## config.mk

```make
export PLATFORM = sky130hd
export DESIGN_NAME = cafr_framer
export DESIGN_NICKNAME = d
export VERILOG_FILES = /design/src/rtl/cafr_pkg.sv /design/src/rtl/cafr_framer.sv
export SDC_FILE = /design/constraint.sdc
export NUM_CORES = 1
export LEC_CHECK = 0
export BUFFER_PORTS_ARGS = -buffer_cell sky130_fd_sc_hd__buf_2
export CAP_MARGIN = 20
export CORE_UTILIZATION = 35
export DETAILED_ROUTE_END_ITERATION = 7
export GPL_TIMING_DRIVEN = 0
export PLACE_DENSITY = 0.71
export SKIP_LAST_GASP = 1
export SYNTH_ARGS = -nofsm -noshare
export SYNTH_HDL_FRONTEND = slang
export SYNTH_SLANG_ARGS = --single-unit
```

## constraint.sdc

```tcl
create_clock -name clk -period 10.4 [get_ports clk]
set_input_delay 2.08 -clock clk [delete_from_list [all_inputs] [get_ports clk]]
set_output_delay 2.08 -clock clk [all_outputs]
set_load 0.01 [all_outputs]
```

## src/rtl/cafr_pkg.sv

```systemverilog
// Constants and types shared by the acknowledgment framer
`default_nettype none

package cafr_pkg;

  // ----------------------------------------------------------------
  // Acknowledgment frame identity
  // ----------------------------------------------------------------
  localparam logic [2:0] ACK_PRIO = 3'h6;
  localparam logic [7:0] ACK_PF = 8'hE8;
  localparam logic [7:0] ACK_PS_GLOBAL = 8'hFF;
  localparam logic [17:0] ACK_PGN = 18'h0E800;
  localparam logic [3:0] ACK_DLC = 4'h8;
  localparam logic [7:0] FILL_BYTE = 8'hFF;

  // Control byte codes
  localparam logic [7:0] CODE_ACK = 8'h00;
  localparam logic [7:0] CODE_NACK = 8'h01;
  localparam logic [7:0] CODE_DENIED = 8'h02;
  localparam logic [7:0] CODE_BUSY = 8'h03;

  // Identifier field positions
  localparam int ID_SA_LSB = 0;
  localparam int ID_PS_LSB = 8;
  localparam int ID_PF_LSB = 16;
  localparam int ID_PRIO_LSB = 26;

  // ----------------------------------------------------------------
  // Register map
  // ----------------------------------------------------------------
  localparam logic [7:0] REG_CTRL = 8'h00;
  localparam logic [7:0] REG_STATUS = 8'h04;
  localparam logic [7:0] REG_RX_INFO = 8'h08;
  localparam logic [7:0] REG_RX_PGN = 8'h0C;
  localparam logic [7:0] REG_COUNT = 8'h10;

  localparam int CTRL_EN_BIT = 0;
  localparam int CTRL_FBUSY_BIT = 1;
  localparam int CTRL_SA_LSB = 8;
  localparam logic [7:0] SA_RESET = 8'h00;

  typedef enum logic [0:0] {
    ST_IDLE,
    ST_SEND
  } cafr_state_t;

endpackage

`default_nettype wire

```

## src/rtl/cafr_framer.sv

```systemverilog
// Acknowledgment message framer: builds answers and decodes received acks
// Function
// - Send an acknowledgment frame for each request that needs one.
// - Destination field of the identifier is the global value 255.
// - Byte 1 control: 0 ack, 1 nack, 2 denied, 3 busy.
// - Supported but security refuses access gives code 2.
// - Supported but too busy to respond gives code 3.
// - Bytes 3 to 5 are always filled with 0xFF.
// - Byte 2 holds the group function value, else 0xFF.
// - Group function value is group specific, usually its first data byte.
// - Bytes 6 to 8 carry the group number, least significant byte first.
// - Nack, denied and busy answers echo the group number the same way.
//
// Design decisions made here: the address-and-strobe port and the register addresses.
`default_nettype none

module cafr_framer
  import cafr_pkg::*;
(
  input wire logic clk,
  input wire logic rst,
  // Register port
  input wire logic [7:0] reg_addr,
  input wire logic [31:0] reg_wdata,
  input wire logic reg_wr,
  input wire logic reg_rd,
  output logic [31:0] reg_rdata,
  // Request from the device's own message logic
  input wire logic req_valid,
  output logic req_ready,
  input wire logic [23:0] req_pgn,
  input wire logic [7:0] req_gfv,
  input wire logic req_gfv_valid,
  input wire logic req_supported,
  input wire logic req_denied,
  input wire logic req_busy,
  // Frame to the data link
  output logic tx_valid,
  input wire logic tx_ready,
  output logic [28:0] tx_id,
  output logic [3:0] tx_dlc,
  output logic [63:0] tx_data,
  // Frame from the data link
  input wire logic rx_valid,
  input wire logic [28:0] rx_id,
  input wire logic [3:0] rx_dlc,
  input wire logic [63:0] rx_data,
  // Decoded acknowledgment
  output logic ack_valid,
  output logic [1:0] ack_code,
  output logic [7:0] ack_gfv,
  output logic [23:0] ack_pgn
);

  // ----------------------------------------------------------------
  // State
  // ----------------------------------------------------------------
  typedef struct packed {
    cafr_state_t st;
    logic [63:0] data;
    logic en;
    logic fbusy;
    logic [7:0] sa;
    logic [31:0] rdata;
    logic ackv;
    logic [1:0] acode;
    logic [7:0] agfv;
    logic [23:0] apgn;
    logic [15:0] ntx;
    logic [15:0] nign;
  } cafr_regs_t;

  cafr_regs_t s_q;
  cafr_regs_t s_d;

  logic accept;
  logic rx_is_ack;
  logic rx_good;
  logic [7:0] code;

  // ----------------------------------------------------------------
  // Answer selection
  // ----------------------------------------------------------------
  // A request is taken only while idle, so one frame is in flight at once
  assign req_ready = s_q.en && (s_q.st == ST_IDLE);
  assign accept = req_valid && req_ready;

  // Priority: unsupported first, then security, then busy
  always_comb begin
    if (!req_supported) begin
      code = CODE_NACK;
    end else if (req_denied) begin
      code = CODE_DENIED;
    end else if (req_busy || s_q.fbusy) begin
      code = CODE_BUSY;
    end else begin
      code = CODE_ACK;
    end
  end

  // Received frame qualifies as an acknowledgment only with a legal code
  assign rx_is_ack = (rx_id[ID_PF_LSB +: 8] == ACK_PF) && (rx_dlc == ACK_DLC);
  assign rx_good = rx_valid && rx_is_ack && (rx_data[7:0] <= CODE_BUSY);

  // ----------------------------------------------------------------
  // Next state
  // ----------------------------------------------------------------
  always_comb begin
    s_d = s_q;
    s_d.ackv = 1'b0;
    s_d.rdata = 32'h0000_0000;
    unique case (s_q.st)
      ST_IDLE: begin
        if (accept) begin
          // Byte 1 sits in the low lane of the data word
          s_d.data[7:0] = code;
          s_d.data[15:8] = req_gfv_valid ? req_gfv : FILL_BYTE;
          s_d.data[23:16] = FILL_BYTE;
          s_d.data[31:24] = FILL_BYTE;
          s_d.data[39:32] = FILL_BYTE;
          s_d.data[47:40] = req_pgn[7:0];
          s_d.data[55:48] = req_pgn[15:8];
          s_d.data[63:56] = req_pgn[23:16];
          s_d.st = ST_SEND;
        end
      end
      ST_SEND: begin
        if (tx_ready) begin
          s_d.st = ST_IDLE;
          s_d.ntx = s_q.ntx + 16'h0001;
        end
      end
    endcase

    // Decode of received acknowledgments, whichever node's request they answer
    if (rx_good) begin
      s_d.ackv = 1'b1;
      s_d.acode = rx_data[1:0];
      s_d.agfv = rx_data[15:8];
      s_d.apgn = rx_data[63:40];
    end else if (rx_valid && rx_is_ack) begin
      s_d.nign = s_q.nign + 16'h0001;
    end

    // Register writes
    if (reg_wr && reg_addr == REG_CTRL) begin
      s_d.en = reg_wdata[CTRL_EN_BIT];
      s_d.fbusy = reg_wdata[CTRL_FBUSY_BIT];
      s_d.sa = reg_wdata[CTRL_SA_LSB +: 8];
    end else if (reg_wr && reg_addr == REG_COUNT) begin
      // Any write clears both counters
      s_d.ntx = 16'h0000;
      s_d.nign = 16'h0000;
    end

    // Register reads; data stands for the one following cycle only
    if (reg_rd) begin
      unique case (reg_addr)
        REG_CTRL: begin
          s_d.rdata[CTRL_EN_BIT] = s_q.en;
          s_d.rdata[CTRL_FBUSY_BIT] = s_q.fbusy;
          s_d.rdata[CTRL_SA_LSB +: 8] = s_q.sa;
        end
        REG_STATUS: begin
          s_d.rdata[0] = (s_q.st == ST_SEND);
        end
        REG_RX_INFO: begin
          s_d.rdata[1:0] = s_q.acode;
          s_d.rdata[15:8] = s_q.agfv;
        end
        REG_RX_PGN: begin
          s_d.rdata[23:0] = s_q.apgn;
        end
        REG_COUNT: begin
          s_d.rdata = {s_q.nign, s_q.ntx};
        end
        default: begin
          s_d.rdata = 32'h0000_0000; // Unmapped reads as zero
        end
      endcase
    end
  end

  // ----------------------------------------------------------------
  // State register
  // ----------------------------------------------------------------
  always_ff @(posedge clk or posedge rst) begin
    if (rst) begin
      s_q <= '{st: ST_IDLE, en: 1'b1, sa: SA_RESET, default: '0};
    end else begin
      s_q <= s_d;
    end
  end

  // ----------------------------------------------------------------
  // Outputs
  // ----------------------------------------------------------------
  // Identifier is fixed apart from the source address held in a register
  assign tx_valid = (s_q.st == ST_SEND);
  assign tx_id = {ACK_PRIO, 2'b00, ACK_PF, ACK_PS_GLOBAL, s_q.sa};
  assign tx_dlc = ACK_DLC;
  assign tx_data = s_q.data;
  assign reg_rdata = s_q.rdata;
  assign ack_valid = s_q.ackv;
  assign ack_code = s_q.acode;
  assign ack_gfv = s_q.agfv;
  assign ack_pgn = s_q.apgn;
endmodule // cafr_framer

`default_nettype wire

```

---- After elaboration in Yosys (flattened, before gate mapping) ----
Index checks and enable logic that the tools add are counted.
operators by class
  $add $sub $neg .......................... 2
  magnitude comparators ................... 1
  equal/unequal tests ..................... 6
  muxes and demuxes ....................... 21
  bitwise gates (word level) .............. 1
  reduce and logical (&&, ||, !) cells .... 10
operators by type and width
  operator                 count
  $mux W32                 3
  $mux W65                 1
  $mux W16                 4
  $mux W35                 1
  $add A16 B1 Y16 const B  2
  $pmux W8 S4              1
  $mux W8                  3
  $eq A8 B4 Y1 const B     2
  $pmux W8 S2              1
  $pmux W6 S2              1
  $eq A8 B3 Y1 const B     1
  $eq A8 B5 Y1 const B     1
  $eq A8 B8 Y1 const B     1
  $le A8 B2 Y1 const B     1
  $logic_not A8 Y1         1
  $logic_and A1 B1 Y1      7
  $pmux W1 S5              1
  $eq A4 B4 Y1 const B     1
  $mux W2                  2
  $pmux W1 S4              1
  $pmux W1 S2              1
  $reduce_and A2 Y1        1
  $logic_or A1 B1 Y1       1
  $mux W1                  1
  $not A1 Y1               1
word-level totals
  flip-flop bits (word level) ............. 174
  bits of input ports ..................... 180
  output and inout port bits .............. 166
  word-level logic and storage cells ...... 53

---- Longest topological paths before layout ----
  word-level depth ........................ 7
  depth in mapped cells ................... 6
  mapped depth without buffers ............ 5

---- Least setup slack after synthesis ----
OpenSTA, ideal clock, no wires.
  path kind ............................... input to register
  start ................................... input port rx_data[2]
  end ..................................... register s_q, in the netlist ack_gfv[0]
  setup time .............................. 0.125 ns
  arrival ................................. 3.536 ns
  required time ........................... 10.275 ns
  setup slack ............................. 6.739 ns
  stages on the path ...................... 4
  buffers on the path ..................... 1
  cell sequence ........................... or4_4 > nor3_4 > buf_2 > mux2_2
between the ends
  word-level cells in the longest chain between the ends .. 2
ends and longest elaborated chain
  element               RTL line            text
  from (decl)           cafr_framer.sv:47   input wire logic [63:0] rx_data,
  $le A8 B2 Y1          cafr_framer.sv:103  assign rx_good = rx_valid && rx_is_ack && (rx_data[7:0] <= CODE_BUSY);
  $logic_and A1 B1 Y1   cafr_framer.sv:103
  to (signal assigned)  cafr_framer.sv:189  s_q <= '{st: ST_IDLE, en: 1'b1, sa: SA_RESET, default: '0};
  to (signal assigned)  cafr_framer.sv:191  s_q <= s_d;
  to (decl)             cafr_framer.sv:73   cafr_regs_t s_q;
Every way passes these cells.
A chain may end at the register's enable or synchronous reset.

==> flow_summary.yaml <==
outcome:
  run_status: "complete, no violations"
power_and_ir_drop:
  cellLeakagePower_nw: 5.254
  peakVddDrop_uv: 112.7
  powerDensity_mw_per_mm2: 161.8
detailed_routing:
  vias_per_cell: 4.512
  detail_route.wl_per_cell_um: 14.94
  drc: 0
  drt_pass1_iterations: 5
  ant_nets: 0
  dr_total_vias: 5627
  drt_wl_total_um: 18630
  first_iter_violations: 188
cells_and_area:
  nNetsFinal: 1146
  layout_commonest_cell: "buf_2"
  fillers: 1936
  area.growth.synth_to_final_pct: 30.85
  mostFrequentLayoutCells: "253 x buf_2, 163 x buf_4, 144 x dfrtp_1"
  drive_above_1_share: 0.5496
  diodes: 0
  final_area_mm2: 0.009738
worst_setup_path:
  reg2reg_from: "s_q[19]"
  cp_cell_sequence: "buf_2 -> or3_1 -> nor3_1 -> clkbuf_1 -> a22oi_1 -> nor2b_1"
  startpoint: "reg_addr[5]"
  cp-start-kind: "input port"
  cp_slowest_stage_delay_ps: 770
  crit_fanout: 10
  critPathCaptureType: "register"
  cp.required_ps: 10750
  path_buf_inv: 2
  crit_slowest_cell: "nor3_1"
  cp.arrival_ps: 4300
  path_class: "input port to register"
  crit_family: "simple AND/OR/NAND/NOR gates"
grt:
  antenna_found_initial: 0
  track_usage: 0.1731
  grt_pass1_vias: 5412
  grt_max_degree: 90
  grt_pass1_wl_um: 28900
  grt_overflow_total: 0
die:
  ios: 346
  die_h_um: 147.8
  initial_utilization: 0.3620
  rows: 52
  core_mm2: 0.02056
  die_x_um: 147.8
  die-area_mm2: 0.02185
min_path:
  hp-class: "register to register"
  min_from: "tx_data[12]"
sta:
  hold_viol_final: 0
  fin_crit_ps: 3953
  worstMarginPinSlew_ps: 895.3
  maxSlewViolCount: 0
  fmax_ghz: 0.2530
  skew_ps: 5.911
  setup_tns_ps: 0
  finalSetupViolCount: 0
  fin_crit_sh: 0.3801
  rsz0062_at_grt: "no"
  slew_headroom: 0.3985
clock_network:
  tritoncts: "done"
  clockBufferDepth: 2
  cts-buffers-inserted: 17
  clk_pin_slew_ps: 60
  cts_hold_buf: 0
  root_buffer: "clkbuf_16"
  cts_resized: 0
  htreeDepth: 4
  cts_setup_buffers: 0
  clkLatencyLatePin_ps: 420
  clock-sinks: 145
synthesis:
  yosys.area.top_type: "dfrtp_1"
  ys_seq_area_frac: 0.4877
  syn_area_mm2: 0.007442
  yosysTopAreaCellShare: 0.4842
  yosys_register_bits: 145
  synth_area_per_cell_um2: 11.14
  yosys_warnings: 0
  synth_cells: 668
  synth_cell_type_count: 43
  synthTopCellsByArea: "dfrtp_1 48%, buf_4 16%, mux2_2 12%, nor2b_1 1.9%, a22oi_1 1.4%"
placement:
  gp_congestion: 0.7603
  io_buffers: 247
  placedInstanceArea_mm2: 0.009158
  hpwl_um: 13970
run:
  cap_violations: 0
==> where the power goes <==
group          internal (mW)  total [mW]  switching [mW]
registers              0.611       0.646          0.0353
clock network          0.359       0.601           0.242
logic                  0.197       0.328           0.131
total                   1.17        1.58           0.409
==> through the flow <==
step	util	hold WS, ps	total power, mW	instances	setup slack, ps
after floorplan	-	451.0	0.8693	697	4427
after global placement	0.4438	464.6	0.9803	1214	2556
after detailed placement	0.4454	472.9	0.9899	1215	5966
after CTS	0.4736	486.3	1.600	1247	6414
after global routing	0.4736	512.6	1.654	1247	6225
final	0.4736	481.7	1.575	1247	6447
==> cell usage after synthesis (all sizes together) <==
cell type / count
buf: 169
dfrtp: 144
mux2: 78
nand2: 28
nor2: 26
nor2b: 23
a21oi: 20
clkbuf: 19
o21ai: 17
a22oi: 14
or4: 14
o31ai: 13
nand3: 11
and2: 10
nand4: 10
a222oi: 9
or3: 8
nor3: 7
and4: 6
xor2: 6
xnor2: 5
inv: 4
and3: 3
nor3b: 3
conb: 2
ha: 2
mux2i: 2
nand2b: 2
nor4: 2
o211ai: 2
o21a: 2
or2: 2
and3b: 1
and4b: 1
dfstp: 1
mux4: 1
nor4bb: 1
==> tightest hold or removal path, delay by kind of cell (launching register included) <==
kind | cells | cell delay, ps
AOI/OAI and AO/OA | 1 | 60
DFF | 1 | 340
and+or+nand+nor | 1 | 40
==> routing by layer <==
metal | vias up | track usage | wire length, um
li1 | 2741 | - | -
met1 | 2651 | 0.2288 | 8390
met2 | 215 | 0.2752 | 8614
met3 | 20 | 0.04784 | 1364
met4 | 0 | 0.05361 | 263
met5 | - | 0 | 0
==> final timing paths <==
check                      slack [ps]            end  cells past startpoint
max reg2reg                      8390        s_q[31]                      5
max in group asynchronous        7860       s_q[108]                      3
min reg2reg                       480    tx_data[12]                      2
min                               480    tx_data[12]                      2
max                              6450  reg_rdata[22]                      6
min in group asynchronous        1710  reg_rdata[21]                      2
==> kinds of logic after synthesis <==
kind of cell / after synthesis / share of synthesized area
compound gates: 77 / 0.06876
flops: 145 / 0.4877
mux: 81 / 0.1237
other cells: 2 / 0.001009
buf+inv: 192 / 0.1801
xor+xnor: 11 / 0.01295
fa+ha+maj: 2 / 0.003362
simple gates: 158 / 0.1224
==> flip-flops by register name, indices dropped and copies added (netlist names) <==
name / count
ack_code: 2
ack_gfv: 8
ack_pgn: 24
ack_valid: 1
reg_rdata: 32
s_q: 34
tx_data: 35
tx_id: 8
tx_valid: 1
==> cell type report <==
cell class	instances	area, um^2	share of cell area
Sequential cell	145	3630	0.3727
Multi-Input combinational cell	360	2581	0.2651
Buffer	188	1325	0.1361
Timing Repair Buffer	248	1264	0.1298
Clock buffer	19	442.9	0.04548
Tap cell	270	337.8	0.03469
Clock inverter	13	137.6	0.01413
Inverter	4	20.02	0.002056
(Power assumes the default switching activity.)
